<file path="src/inc/swc_pkg.sv">
// Constants, register map and state encoding for the sleep/wake-up controller
// Notes on behaviour
// - Reset pin wakes the device from power-down and is handled as a full reset.
// - A reset-pin wake restarts the core from reset instead of resuming.
// - Watchdog expiry wakes from power-down only while the watchdog is enabled.
// - Edge pin, port change or comparator interrupt wakes from power-down.
// - Watchdog and interrupt wakes resume the program, no reset.
// - Sleep-entered flag is set at power-up and cleared by each power-down.
// - Watchdog-expiry flag is cleared when a watchdog expiry wakes the device.
// - The instruction at the next address is prefetched during power-down entry.
// - An interrupt source wakes only when its own enable bit is set.
// - Interrupt wake ignores the global mask; with it clear, resume in line.
// - With the global mask set, run the next instruction, then vector to 0004h.
// - Enabled pending flag at power-down entry wakes immediately, mask regardless.
// - An immediate wake still applies every side effect of power-down entry.
// - The watchdog counter is cleared on every wake, whatever the source.
// - Crystal modes wait 1024 oscillator periods after wake; RC mode skips it.
// - Power-down entry clears watchdog, clears sleep flag, sets expiry flag, stops osc.
// - Watchdog expiry wakes from power-down, but resets the device otherwise.
package swc_pkg;

    // Bus
    localparam int ADDR_W = 5;
    localparam int DATA_W = 32;
    localparam logic [ADDR_W-1:0] REG_CTRL     = 5'h00;
    localparam logic [ADDR_W-1:0] REG_STATUS   = 5'h04;
    localparam logic [ADDR_W-1:0] REG_FLAGS    = 5'h08;
    localparam logic [ADDR_W-1:0] REG_INT_STAT = 5'h0C;
    localparam logic [ADDR_W-1:0] REG_INT_MASK = 5'h10;

    // Control fields
    localparam int CTRL_WDT_EN    = 0;
    localparam int CTRL_GIM       = 1;
    localparam int CTRL_EN_LSB    = 2;
    localparam int CTRL_EDGE_RISE = 5;
    localparam int CTRL_RC_MODE   = 6;
    localparam int CTRL_W         = 7;
    localparam logic [CTRL_W-1:0] CTRL_RST = 7'h00;

    // Interrupt sources: flag and enable positions
    localparam int NSRC     = 3;
    localparam int SRC_EDGE = 0;
    localparam int SRC_PORT = 1;
    localparam int SRC_CMP  = 2;

    // Status fields
    localparam int ST_TO_N      = 0;
    localparam int ST_SLP_N     = 1;
    localparam int ST_ASLEEP    = 2;
    localparam int ST_STATE_LSB = 8;

    // Sticky event bits
    localparam int NEV          = 4;
    localparam int EV_RST_WAKE  = 0;
    localparam int EV_WDT_WAKE  = 1;
    localparam int EV_IRQ_WAKE  = 2;
    localparam int EV_WDT_RESET = 3;

    // Program counter
    localparam int PC_W = 13;
    localparam logic [PC_W-1:0] VECTOR_ADDR = 13'h0004;
    localparam int DUMMY_CYCLES = 2;

    // Timing
    localparam int CLK_NS         = 25;
    localparam int TOSC_NS        = 25;
    localparam int OST_TOSC       = 1024;
    localparam int OST_CYCLES     = (OST_TOSC * TOSC_NS + CLK_NS - 1) / CLK_NS;
    localparam int OST_W          = 11;
    localparam int WDT_MS         = 18;
    localparam int WDT_CYCLES_DEF = (WDT_MS * 1000000) / CLK_NS;
    localparam int WDT_W          = 24;

    // Sequencer states
    localparam int NSTATE = 6;
    typedef enum logic [NSTATE-1:0] {
        ST_RUN    = 6'b00_0001,
        ST_ENTRY  = 6'b00_0010,
        ST_SLEEP  = 6'b00_0100,
        ST_OST    = 6'b00_1000,
        ST_RESUME = 6'b01_0000,
        ST_DUMMY  = 6'b10_0000
    } swc_state_t;

endpackage

</file>
<file path="src/core/swc_sleep_wakeup_control.sv">
// Power-down entry, wake-up sequencing and watchdog for the core
module swc_sleep_wakeup_control #(
    parameter int unsigned WDT_CYCLES = swc_pkg::WDT_CYCLES_DEF,
    parameter int          PCW        = swc_pkg::PC_W
) (
    // Clock and reset
    input  wire logic                        core_clk,
    input  wire logic                        rst_n,
    // Avalon-MM slave
    input  wire logic [swc_pkg::ADDR_W-1:0]  avs_address,
    input  wire logic                        avs_read,
    input  wire logic                        avs_write,
    input  wire logic [swc_pkg::DATA_W-1:0]  avs_writedata,
    output logic      [swc_pkg::DATA_W-1:0]  avs_readdata,
    output logic                             avs_waitrequest,
    // Pins
    input  wire logic                        external_reset_pin_n,
    input  wire logic                        edge_irq_pin,
    // Peripheral events, core clock domain
    input  wire logic                        port_change,
    input  wire logic                        comparator_irq,
    // Core side
    input  wire logic                        sleep_exec,
    input  wire logic                        clrwdt,
    input  wire logic [PCW-1:0]              cur_pc,
    output logic                             core_hold,
    output logic                             core_reset,
    output logic      [PCW-1:0]              fetch_addr,
    output logic                             fetch_strobe,
    output logic                             dummy_cycle,
    output logic                             vector_taken,
    output logic                             osc_drv_en,
    // Interrupt
    output logic                             irq
);
    import swc_pkg::*;

    // Pin synchronisation
    logic [1:0] pins_lvl;

    swc_sync3 #(
        .W       (2),
        .RST_VAL (2'b01)
    ) u_sync (
        .core_clk (core_clk),
        .rst_n    (rst_n),
        .pin_in   ({edge_irq_pin, external_reset_pin_n}),
        .lvl_out  (pins_lvl)
    );

    logic rst_pin_low;
    logic edge_lvl;
    assign rst_pin_low = ~pins_lvl[0];
    assign edge_lvl    = pins_lvl[1];

    // Registers
    swc_state_t            state_q;
    swc_state_t            state_d;
    logic [CTRL_W-1:0]     ctrl_q;
    logic [NSRC-1:0]       flags_q;
    logic [NEV-1:0]        int_stat_q;
    logic [NEV-1:0]        int_stat_d;
    logic [NEV-1:0]        int_mask_q;
    logic                  to_n_q;
    logic                  slp_n_q;
    logic                  edge_prev_q;
    logic [WDT_W-1:0]      wdt_cnt_q;
    logic [OST_W-1:0]      ost_cnt_q;
    logic [1:0]            dmy_cnt_q;
    logic                  wait_q;
    logic [DATA_W-1:0]     rdata_q;
    logic                  core_hold_q;
    logic                  core_reset_q;
    logic [PCW-1:0]        fetch_addr_q;
    logic                  fetch_strobe_q;
    logic                  dummy_q;
    logic                  vector_q;
    logic                  osc_q;
    logic                  irq_q;

    // Decoded conditions
    logic            req;
    logic            wr_commit;
    logic            rd_commit;
    logic            in_sleep;
    logic            pend;
    logic            wdt_exp;
    logic            wake_rst;
    logic            wake_wdt;
    logic            wake_irq;
    logic            wake_any;
    logic            wdt_reset;
    logic            sleep_go;
    logic            edge_evt;
    logic [NSRC-1:0] flag_set;
    logic [NSRC-1:0] flag_clr;
    logic [NEV-1:0]  ev;
    logic [NEV-1:0]  stat_clr;
    logic            last_dummy;

    function automatic logic sel(input logic [ADDR_W-1:0] a, input logic [ADDR_W-1:0] r);
        sel = (a == r);
    endfunction

    assign req       = avs_read | avs_write;
    assign wr_commit = avs_write & ~wait_q;
    assign rd_commit = avs_read & ~wait_q;

    assign in_sleep = (state_q == ST_ENTRY) | (state_q == ST_SLEEP);
    assign sleep_go = (state_q == ST_RUN) & sleep_exec & ~rst_pin_low;
    assign pend     = |(flags_q & ctrl_q[CTRL_EN_LSB +: NSRC]);
    assign wdt_exp  = ctrl_q[CTRL_WDT_EN] & (wdt_cnt_q == WDT_W'(WDT_CYCLES - 1));

    assign wake_rst  = in_sleep & rst_pin_low;
    assign wake_wdt  = (state_q == ST_SLEEP) & wdt_exp & ~rst_pin_low;
    // Pending at entry wakes at once, mask ignored
    assign wake_irq  = in_sleep & pend & ~rst_pin_low & ~wake_wdt;
    assign wake_any  = wake_rst | wake_wdt | wake_irq;
    assign wdt_reset = ~in_sleep & wdt_exp;
    assign last_dummy = (state_q == ST_DUMMY) & (dmy_cnt_q == 2'(DUMMY_CYCLES - 1));

    // Next state
    always_comb begin
        state_d = state_q;
        unique case (state_q)
            ST_RUN: begin
                if (sleep_go) begin
                    state_d = ST_ENTRY;
                end
            end
            ST_ENTRY, ST_SLEEP: begin
                if (wake_wdt || wake_irq) begin
                    state_d = ctrl_q[CTRL_RC_MODE] ? ST_RESUME : ST_OST;
                end else if (state_q == ST_ENTRY) begin
                    state_d = ST_SLEEP;
                end
            end
            ST_OST: begin
                if (ost_cnt_q == '0) begin
                    state_d = ST_RESUME;
                end
            end
            ST_RESUME: begin
                state_d = ctrl_q[CTRL_GIM] ? ST_DUMMY : ST_RUN;
            end
            ST_DUMMY: begin
                if (last_dummy) begin
                    state_d = ST_RUN;
                end
            end
        endcase
        // Reset pin or watchdog reset restarts the core, even mid start-up
        if (rst_pin_low || wdt_reset) begin
            state_d = ST_RUN;
        end
    end

    always_ff @(posedge core_clk or negedge rst_n) begin
        if (!rst_n) begin
            state_q <= ST_RUN;
        end else begin
            state_q <= state_d;
        end
    end

    // Oscillator start-up and dummy counters
    always_ff @(posedge core_clk or negedge rst_n) begin
        if (!rst_n) begin
            ost_cnt_q <= '0;
            dmy_cnt_q <= '0;
        end else begin
            if (state_d == ST_OST && state_q != ST_OST) begin
                ost_cnt_q <= OST_W'(OST_CYCLES - 1);
            end else if (state_q == ST_OST) begin
                ost_cnt_q <= ost_cnt_q - 1'b1;
            end
            if (state_q == ST_DUMMY) begin
                dmy_cnt_q <= dmy_cnt_q + 1'b1;
            end else begin
                dmy_cnt_q <= '0;
            end
        end
    end

    // Watchdog counter, runs on through power-down
    always_ff @(posedge core_clk or negedge rst_n) begin
        if (!rst_n) begin
            wdt_cnt_q <= '0;
        end else if (!ctrl_q[CTRL_WDT_EN] || clrwdt || wdt_reset) begin
            wdt_cnt_q <= '0;
        end else if (sleep_go) begin
            wdt_cnt_q <= '0;
        end else if (wake_any) begin
            wdt_cnt_q <= '0;
        end else begin
            wdt_cnt_q <= wdt_cnt_q + 1'b1;
        end
    end

    // Cause flags, both active low; only power-up sets the sleep flag
    always_ff @(posedge core_clk or negedge rst_n) begin
        if (!rst_n) begin
            slp_n_q <= 1'b1;
            to_n_q <= 1'b1;
        end else begin
            if (sleep_go) begin
                slp_n_q <= 1'b0;
            end
            if (wake_wdt || wdt_reset) begin
                to_n_q <= 1'b0;
            end else if (sleep_go) begin
                to_n_q <= 1'b1;
            end
        end
    end

    // Interrupt source flags, set beats software clear
    assign edge_evt = ctrl_q[CTRL_EDGE_RISE] ? (edge_lvl & ~edge_prev_q)
                                             : (~edge_lvl & edge_prev_q);
    always_comb begin
        flag_set           = '0;
        flag_set[SRC_EDGE] = edge_evt;
        flag_set[SRC_PORT] = port_change;
        flag_set[SRC_CMP]  = comparator_irq;
        flag_clr           = '0;
        if (wr_commit && sel(avs_address, REG_FLAGS)) begin
            flag_clr = avs_writedata[NSRC-1:0];
        end
    end

    always_ff @(posedge core_clk or negedge rst_n) begin
        if (!rst_n) begin
            edge_prev_q <= 1'b0;
            flags_q     <= '0;
        end else begin
            edge_prev_q <= edge_lvl;
            flags_q     <= (flags_q & ~flag_clr) | flag_set;
        end
    end

    // Core control outputs
    always_ff @(posedge core_clk or negedge rst_n) begin
        if (!rst_n) begin
            core_hold_q    <= 1'b0;
            core_reset_q   <= 1'b0;
            dummy_q        <= 1'b0;
            osc_q          <= 1'b1;
        end else begin
            core_hold_q  <= (state_d != ST_RUN) && (state_d != ST_RESUME);
            core_reset_q <= rst_pin_low | wdt_reset;
            dummy_q      <= (state_d == ST_DUMMY);
            if (sleep_go) begin
                osc_q <= 1'b0;
            end else if (wake_any) begin
                osc_q <= 1'b1;
            end
        end
    end

    // Prefetch at entry, vector fetch in the cycle after the last flush cycle
    always_ff @(posedge core_clk or negedge rst_n) begin
        if (!rst_n) begin
            fetch_addr_q   <= '0;
            fetch_strobe_q <= 1'b0;
            vector_q       <= 1'b0;
        end else begin
            fetch_strobe_q <= 1'b0;
            vector_q       <= 1'b0;
            if (sleep_go) begin
                fetch_addr_q   <= cur_pc + 1'b1;
                fetch_strobe_q <= 1'b1;
            end else if (last_dummy && !rst_pin_low) begin
                fetch_addr_q   <= PCW'(VECTOR_ADDR);
                fetch_strobe_q <= 1'b1;
                vector_q       <= 1'b1;
            end
        end
    end

    // Sticky events, cleared by reading them; new events win
    always_comb begin
        ev               = '0;
        ev[EV_RST_WAKE]  = wake_rst;
        ev[EV_WDT_WAKE]  = wake_wdt;
        ev[EV_IRQ_WAKE]  = wake_irq;
        ev[EV_WDT_RESET] = wdt_reset;
        stat_clr         = '0;
        if (rd_commit && sel(avs_address, REG_INT_STAT)) begin
            // Only bits already returned are cleared
            stat_clr = rdata_q[NEV-1:0];
        end
        int_stat_d = (int_stat_q & ~stat_clr) | ev;
    end

    always_ff @(posedge core_clk or negedge rst_n) begin
        if (!rst_n) begin
            int_stat_q <= '0;
            irq_q      <= 1'b0;
        end else begin
            int_stat_q <= int_stat_d;
            irq_q      <= |(int_stat_d & int_mask_q);
        end
    end

    // Writable registers
    always_ff @(posedge core_clk or negedge rst_n) begin
        if (!rst_n) begin
            ctrl_q     <= CTRL_RST;
            int_mask_q <= '0;
        end else if (wr_commit) begin
            if (sel(avs_address, REG_CTRL)) begin
                ctrl_q <= avs_writedata[CTRL_W-1:0];
            end
            if (sel(avs_address, REG_INT_MASK)) begin
                int_mask_q <= avs_writedata[NEV-1:0];
            end
        end
    end

    // Bus handshake: one wait cycle, data captured as wait drops
    always_ff @(posedge core_clk or negedge rst_n) begin
        if (!rst_n) begin
            wait_q  <= 1'b1;
            rdata_q <= '0;
        end else if (req && wait_q) begin
            wait_q  <= 1'b0;
            rdata_q <= '0;
            if (avs_read) begin
                unique case (1'b1)
                    sel(avs_address, REG_CTRL): begin
                        rdata_q[CTRL_W-1:0] <= ctrl_q;
                    end
                    sel(avs_address, REG_STATUS): begin
                        rdata_q[ST_TO_N]                     <= to_n_q;
                        rdata_q[ST_SLP_N]                    <= slp_n_q;
                        rdata_q[ST_ASLEEP]                   <= in_sleep;
                        rdata_q[ST_STATE_LSB +: NSTATE]      <= state_q;
                    end
                    sel(avs_address, REG_FLAGS): begin
                        rdata_q[NSRC-1:0] <= flags_q;
                    end
                    sel(avs_address, REG_INT_STAT): begin
                        rdata_q[NEV-1:0] <= int_stat_q;
                    end
                    sel(avs_address, REG_INT_MASK): begin
                        rdata_q[NEV-1:0] <= int_mask_q;
                    end
                    default: begin
                        rdata_q <= '0;
                    end
                endcase
            end
        end else begin
            wait_q <= 1'b1;
        end
    end

    assign avs_readdata    = rdata_q;
    assign avs_waitrequest = wait_q;
    assign core_hold       = core_hold_q;
    assign core_reset      = core_reset_q;
    assign fetch_addr      = fetch_addr_q;
    assign fetch_strobe    = fetch_strobe_q;
    assign dummy_cycle     = dummy_q;
    assign vector_taken    = vector_q;
    assign osc_drv_en      = osc_q;
    assign irq             = irq_q;

endmodule

</file>
<file path="src/core/swc_sync3.sv">
// Three-stage pin synchroniser with agreement filter
module swc_sync3 #(
    parameter int              W       = 1,
    parameter logic [W-1:0]    RST_VAL = '0
) (
    // Clock and reset
    input  wire logic          core_clk,
    input  wire logic          rst_n,
    // Pins in, clean levels out
    input  wire logic [W-1:0]  pin_in,
    output logic      [W-1:0]  lvl_out
);

    logic [W-1:0] ff1_q;
    logic [W-1:0] ff2_q;
    logic [W-1:0] ff3_q;
    logic [W-1:0] lvl_q;

    always_ff @(posedge core_clk or negedge rst_n) begin
        if (!rst_n) begin
            ff1_q <= RST_VAL;
            ff2_q <= RST_VAL;
            ff3_q <= RST_VAL;
        end else begin
            ff1_q <= pin_in;
            ff2_q <= ff1_q;
            ff3_q <= ff2_q;
        end
    end

    // A bit changes only once stages two and three agree
    always_ff @(posedge core_clk or negedge rst_n) begin
        if (!rst_n) begin
            lvl_q <= RST_VAL;
        end else begin
            lvl_q <= (ff3_q & ~(ff2_q ^ ff3_q)) | (lvl_q & (ff2_q ^ ff3_q));
        end
    end

    assign lvl_out = lvl_q;

endmodule

</file>
<file path="config.mk">
export PLATFORM = sky130hd
export DESIGN_NAME = swc_sleep_wakeup_control
export DESIGN_NICKNAME = d
export VERILOG_FILES = /design/src/inc/swc_pkg.sv /design/src/core/swc_sleep_wakeup_control.sv /design/src/core/swc_sync3.sv
export SDC_FILE = /design/constraint.sdc
export NUM_CORES = 1
export LEC_CHECK = 0
export BUFFER_PORTS_ARGS = -buffer_cell sky130_fd_sc_hd__buf_2
export CAP_MARGIN = 20
export CORE_MARGIN = 3
export CORE_UTILIZATION = 49
export DETAILED_ROUTE_END_ITERATION = 8
export PLACE_DENSITY = 0.84
export SLEW_MARGIN = 20
export SYNTH_ARGS = -nofsm -noshare
export SYNTH_HDL_FRONTEND = slang
export SYNTH_SLANG_ARGS = --single-unit
</file>
<file path="constraint.sdc">
create_clock -name core_clk -period 2.68 [get_ports core_clk]
set_input_delay 0.268 -clock core_clk [delete_from_list [all_inputs] [get_ports core_clk]]
set_output_delay 0.268 -clock core_clk [all_outputs]
set_load 0.02 [all_outputs]
</file>
==> impl_metrics.ini, run 1 <==
[logic_synthesis]
synth-edff-count = 0
synth_seq_cells = 106
syn_inst = 495
syn_area_sq_um = 5150
seq_area_frac_synth_pct = 51.8
async_flop_share_pct = 100
synth_flop_cell = dfrtp_1
synth_cell_types = 65
postSynthAreaPerCell_sq_um = 10.4
yosysWarnings = 0

[floorplanning]
num_io_pins = 113
core_sq_um = 10000
dieArea_sq_um = 11800
rows = 36
dieWidth_um = 108
initial_core_util_pct = 51.5
die_h_um = 108

[routing]
via_count = 4055
routed_wl_mm = 11.3
antenna_left = 0
dr.pass1.iters = 5
vias_per_cell = 5.62
route.detailed.drc = 0
drtIter0Drc = 247
wl_per_cell_um = 15.7

[setup_path]
path_cells = or4_4 > buf_4 > nor2_1 > nor4_2 > nor2_1 > inv_1 > a211oi_2 > nand3_1 > or4_1 > a21oi_1
crit_buf_inv = 2
cp.arrival_ns = 2.95
cp_common_cell = nor2_1
crit_type = flop to flop
cp_num_cells = 10
critPathLaunchType = flop
slowest_stage = or4_4
worstPathRequired_ns = 2.99
r2r-start = state_q[4]
crit_fanout = 5
setup.worst_path.start = state_q[4]
end_kind = flop
crit_family = simple AND/OR/NAND/NOR gates
reg2regPathDepth = 10
worst_path_largest_cell_delay_ns = 0.55

[pwr]
combinationalPowerShare_pct = 23.0
pwr_density_cell_nw_per_um2 = 629
leakage_nw = 2.74
intPower_w = 0.00248
power.switching_w = 0.00125
vdd_drop_max_mv = 0.451
clkPwrFrac_pct = 24.9
seqPwrFrac_pct = 52.1
swShare_pct = 33.5

[placement]
port_buffers = 68
dp_hpwl_mm = 8.32
post-place-ws_ns = -0.0230
dpl.cell_count = 700
gp_congestion = 0.883

[timing]
tightestPinTransition_ns = 0.788
clock.fmax_ghz = 0.378
drv_slew = 0
layout_setup_ws_ns = 0.0367
setup_viol = 0
finClkSkew_ns = 0.0171
min_period_over_period_pct = 98.6
setup_tns_ns = 0
hold_viol_final = 0
min_period_ns = 2.64
relSlewSlack_pct = 47.0
rsz0062_at_grt = true

[clocking]
clkTransAtPathRegs_ns = 0.11
htree_levels = 3
insertion_delay_ns = 0.38
cts_buffers = 9
cts_root_buf = clkbuf_8
clock_path_buffers = 2
cts.sinks = 106
cts_tree = done

[finish]
fin_nets = 647
mostFrequentLayoutCells = dfrtp_1, buf_2, nor2_1
nFillCells = 840
final_common_cell = dfrtp_1
layout-drive-gt1-share_pct = 26.4
fin_util_pct = 59.3
stdcell_count = 721
syn_to_final_growth_pct = 15.2
n_antenna_cell = 0

[job]
max-cap-violations = 0

[global_routing]
grt_overflow = 0
grt_antenna_before_repair = 0
grt_pass1_wl_mm = 18.7
track_usage_pct = 19.8
grt_start_max_net_pins = 68
grt_pass1_vias = 3877

[outcome]
status = complete, no violations

[min_path]
hold_start = port_change
whs_path_depth = 2
hp-class = primary input to flop
-- per-layer routing --
metal	vias up	part of all wire, %	global-route usage, %
met5	-	0	0
met3	11	5.8	5.13
met2	132	50	32.5
met1	2011	43	27.1
met4	0	0.71	3.16
li1	1901	-	-
-- worst reg2reg max path, stage by stage, from the launching register on --
cell and delay, ns:
dfrtp_1 0.40, or4_4 0.55, buf_4 0.18, nor2_1 0.15
nor4_2 0.07, nor2_1 0.25, inv_1 0.14, a211oi_2 0.22
nand3_1 0.10, or4_1 0.40, a21oi_1 0.14
-- flip-flops by register name, indices dropped and copies added, names as in the netlist, 2 cells and up, named ones only --
signal and flops:
int_mask_q 4, dmy_cnt_q 2, flags_q 3, int_stat_q 4, wdt_cnt_q 24, ctrl_q 7, state_q 6, u_sync.ff1_q 2
avs_readdata 13, u_sync.ff2_q 2, u_sync.ff3_q 2, fetch_addr 13, ost_cnt_q 11
-- synth_stat cells, drive strengths merged (9+ instances only) --
| cell type | number | area, sq um |
|---|---|---|
| nor4 | 10 | 92.6 |
| nand4 | 11 | 68.8 |
| o21ai | 22 | 110 |
| a22o | 10 | 88.8 |
| nand3 | 27 | 135 |
| dfstp | 9 | 236 |
| nand2 | 48 | 180 |
| mux2 | 12 | 135 |
| inv | 13 | 48.8 |
| clkbuf | 11 | 42.5 |
| nor2 | 54 | 203 |
| xnor2 | 16 | 140 |
| nor3 | 13 | 65.1 |
| buf | 24 | 195 |
| xor2 | 21 | 184 |
| a21oi | 13 | 68.8 |
| dfrtp | 97 | 2430 |
-- through the flow --
| step | hold WS [ns] | area (sq um) | power (W) |
|---|---|---|---|
| floorplan | -0.0276 | 5210 | 0.00251 |
| global placement | 0.272 | 5660 | 0.00278 |
| detailed placement | 0.278 | 5660 | 0.00281 |
| CTS | 0.0515 | 5870 | 0.00374 |
| global route | 0.0543 | 5930 | 0.00394 |
| finish | 0.0657 | 5930 | 0.00373 |
-- worst paths after layout --
check,to,slack [ns]
setup / recovery,ost_cnt_q[0],0.04
max in group asynchronous,avs_waitrequest,1.53
hold reg to reg,u_sync.ff2_q[0],0.35
setup reg to reg,ost_cnt_q[0],0.04
hold / removal,flags_q[1],0.07
min in group asynchronous,ost_cnt_q[4],0.40
-- power by group through the flow --
stage | Combinational [W] | Sequential (W) | Clock, W
2_1_floorplan | 0.000429 | 0.00208 | 0
3_3_place_gp | 0.000820 | 0.00196 | 0
3_5_place_dp | 0.000845 | 0.00197 | 0
4_1_cts | 0.000848 | 0.00194 | 0.000955
5_1_grt | 0.000949 | 0.00197 | 0.00102
6_report | 0.000859 | 0.00194 | 0.000927
-- cells by family after synthesis --
| family | synth area share [%] |
|---|---|
| AOI/OAI and AO/OA | 10.0 |
| xor gates and xnor gates | 6.30 |
| adders and majority gates | 1.36 |
| buffers and inverters | 5.57 |
| DFF | 51.8 |
| muxes | 3.60 |
| other | 0.0729 |
| and+or+nand+nor | 21.3 |
-- layout make-up --
cell class / instances / area [sq um] / area share [%]
multi-input cells: 359 / 2310 / 39.0
flip-flops and latches: 106 / 2660 / 44.9
well taps: 133 / 166 / 2.81
inverters: 13 / 48.8 / 0.823
repair buffers: 94 / 558 / 9.41
clock inverters: 7 / 58.8 / 0.992
clock buffers: 9 / 124 / 2.09
-- repair_timing --
action	CTS	global route
buffers inserted	0	2
gates resized for setup	1	8
hold buffers	3	0
hold endpoints to repair	36	0
gates cloned	0	0
pin swaps	4	4
setup endpoints to repair	1	5
Note: power is estimated with default switching activity, not from simulation.
==> run 2, diff against run 1 <==
--- a/config.mk
+++ b/config.mk
@@ -7,7 +7,7 @@
 export LEC_CHECK = 0
 export BUFFER_PORTS_ARGS = -buffer_cell sky130_fd_sc_hd__buf_2
 export CAP_MARGIN = 20
-export CORE_MARGIN = 3
+export CORE_MARGIN = 2
 export CORE_UTILIZATION = 49
 export DETAILED_ROUTE_END_ITERATION = 8
 export PLACE_DENSITY = 0.84
==> run 2 against run 1 <==
Net effect:
- the run now ends with setup timing left
- die area fell by 3.7%
- non-clock buffer count up 3
- worst setup slack got worse by 0.041 ns
- sequential cell count unchanged
- total power up 4.1%
- hold slack improved by 0.0092 ns
- combinational power increased by 2.6%
- global-route usage increased by 0.96 points
- clock skew is 0.0046 ns lower
==> impl_metrics.ini, run 2 (same netlist as run 1, synthesis figures left out) <==
[outcome]
status = complete, but fails checks
violations = setup timing

[timing]
hold_slack_ns = 0.0750
relSlewSlack_pct = 39.4
min_period_over_period_pct = 100
tightestPinTransition_ns = 0.902
drv_slew = 0
setup_viol = 1
setup_tns_ns = -0.00386
rsz0062_at_grt = true
min_period_ns = 2.68
layout_setup_ws_ns = -0.00386
clock.fmax_ghz = 0.373
finClkSkew_ns = 0.0125
hold_viol_final = 0

[clocking]
clock_path_buffers = 2
cts_buffers = 9
cts_root_buf = clkbuf_8
clkTransAtPathRegs_ns = 0.09
htree_levels = 3
cts_tree = done
insertion_delay_ns = 0.37
cts.sinks = 106

[finish]
top_register = wdt_cnt_q
stdcell_count = 727
mostFrequentLayoutCells = dfrtp_1, buf_2, nor2_1
final_cell_area_sq_um = 5980
layout-drive-gt1-share_pct = 26.6
syn_to_final_growth_pct = 16.3
largest_reg_flops = 24
final_common_cell = dfrtp_1
n_antenna_cell = 0
fin_nets = 650

[setup_path]
cp.arrival_ns = 2.93
worstPathRequired_ns = 2.93
critPathLaunchType = flop
crit_fanout = 5
regToRegSetupSlack_ns = -0.004
crit_type = flop to flop
end_kind = flop

[floorplanning]
rows = 37
num_io_pins = 113
dieWidth_um = 106
die_h_um = 106
core_sq_um = 10300
initial_core_util_pct = 50.1
dieArea_sq_um = 11300

[global_routing]
grt_antenna_before_repair = 0
grt_pass1_wl_mm = 19.0
grt_overflow = 0
grt_start_max_net_pins = 66
grt_pass1_vias = 4001
track_usage_pct = 20.8

[routing]
routed_wl_mm = 11.6
vias_per_cell = 5.56
dr.pass1.iters = 5
route.detailed.drc = 0
drtIter0Drc = 269
antenna_left = 0
via_count = 4043
wl_per_cell_um = 15.9

[min_path]
hp-class = primary input to flop

[pwr]
vdd_drop_max_mv = 0.414
leakage_nw = 2.76
pwr_density_cell_nw_per_um2 = 649

[placement]
gp_congestion = 0.877
dpl.cell_count = 706
place_area_sq_um = 5680
dp_hpwl_mm = 8.23
post-place-ws_ns = -0.0130
port_buffers = 68

[job]
max-cap-violations = 0
## run 2: changes by cell type in the layout (fill, tap and decap cells not counted), sizes merged
cell / change
buf: +3
inv: -3
bufinv: +2
clkinv: -2
clkinvlp: +2
clkbuf: +1
## run 2: worst max-delay path, cell delays in order (launching register included)
cell,delay [ns]
dfstp_2,0.38
or4_4,0.53
or3_4,0.42
or4_4,0.50
o211ai_1,0.21
o211a_1,0.28
and3_1,0.20
o21ai_2,0.05
## run 2: repair_timing
item	in CTS	in global routing
endpoints found under the hold margin	38	0
setup endpoints to repair	1	4
pin swaps	0	7
cloned	0	0
hold buffers	3	0
buffers inserted	0	2
resized for setup	2	7
## run 2: final cells by class
| cell class | count | area, sq um |
|---|---|---|
| Clock buffer | 10 | 128 |
| Clock inverter | 6 | 91.3 |
| Fill cell | 847 | 4290 |
| Inverter | 13 | 48.8 |
| Multi-Input combinational cell | 359 | 2300 |
| Sequential cell | 106 | 2660 |
| Tap cell | 136 | 170 |
| Timing Repair Buffer | 97 | 581 |
## run 2: final timing paths
check | start | end | cells after the start
max | state_q[0] | core_hold | 7
min in group asynchronous | rst_n | dummy_cycle | 2
max in group asynchronous | rst_n | osc_drv_en | 3
min reg2reg | u_sync.ff1_q[0] | u_sync.ff2_q[0] | 0
min | port_change | flags_q[1] | 2
max reg2reg | state_q[0] | core_hold | 7
## run 2: through the flow
step / utilization, % / total power [W]
2_1_floorplan: - / 0.00251
5_1_grt: 58.2 / 0.00407
3_3_place_gp: 55.3 / 0.00278
6_report: 58.2 / 0.00388
3_5_place_dp: 55.3 / 0.00282
4_1_cts: 57.8 / 0.00389
## run 2: power by group
group | leakage (nW) | total [W] | switching [W] | internal (W)
clock network | 0.0991 | 0.00107 | 0.000536 | 0.000530
logic | 1.29 | 0.000881 | 0.000544 | 0.000336
registers | 1.37 | 0.00194 | 0.000140 | 0.00180
## run 2: layer usage
metal  vias to the layer above  share of wire [%]  wire length [um]  global-route usage [%]
met5                         -                  0                 0                       0
met4                         0                1.1               123                    5.01
met3                        17                5.5               641                    5.40
met2                       123                 52              5970                    35.2
met1                      2005                 42              4830                    26.8
li1                       1898                  -                 -                       -
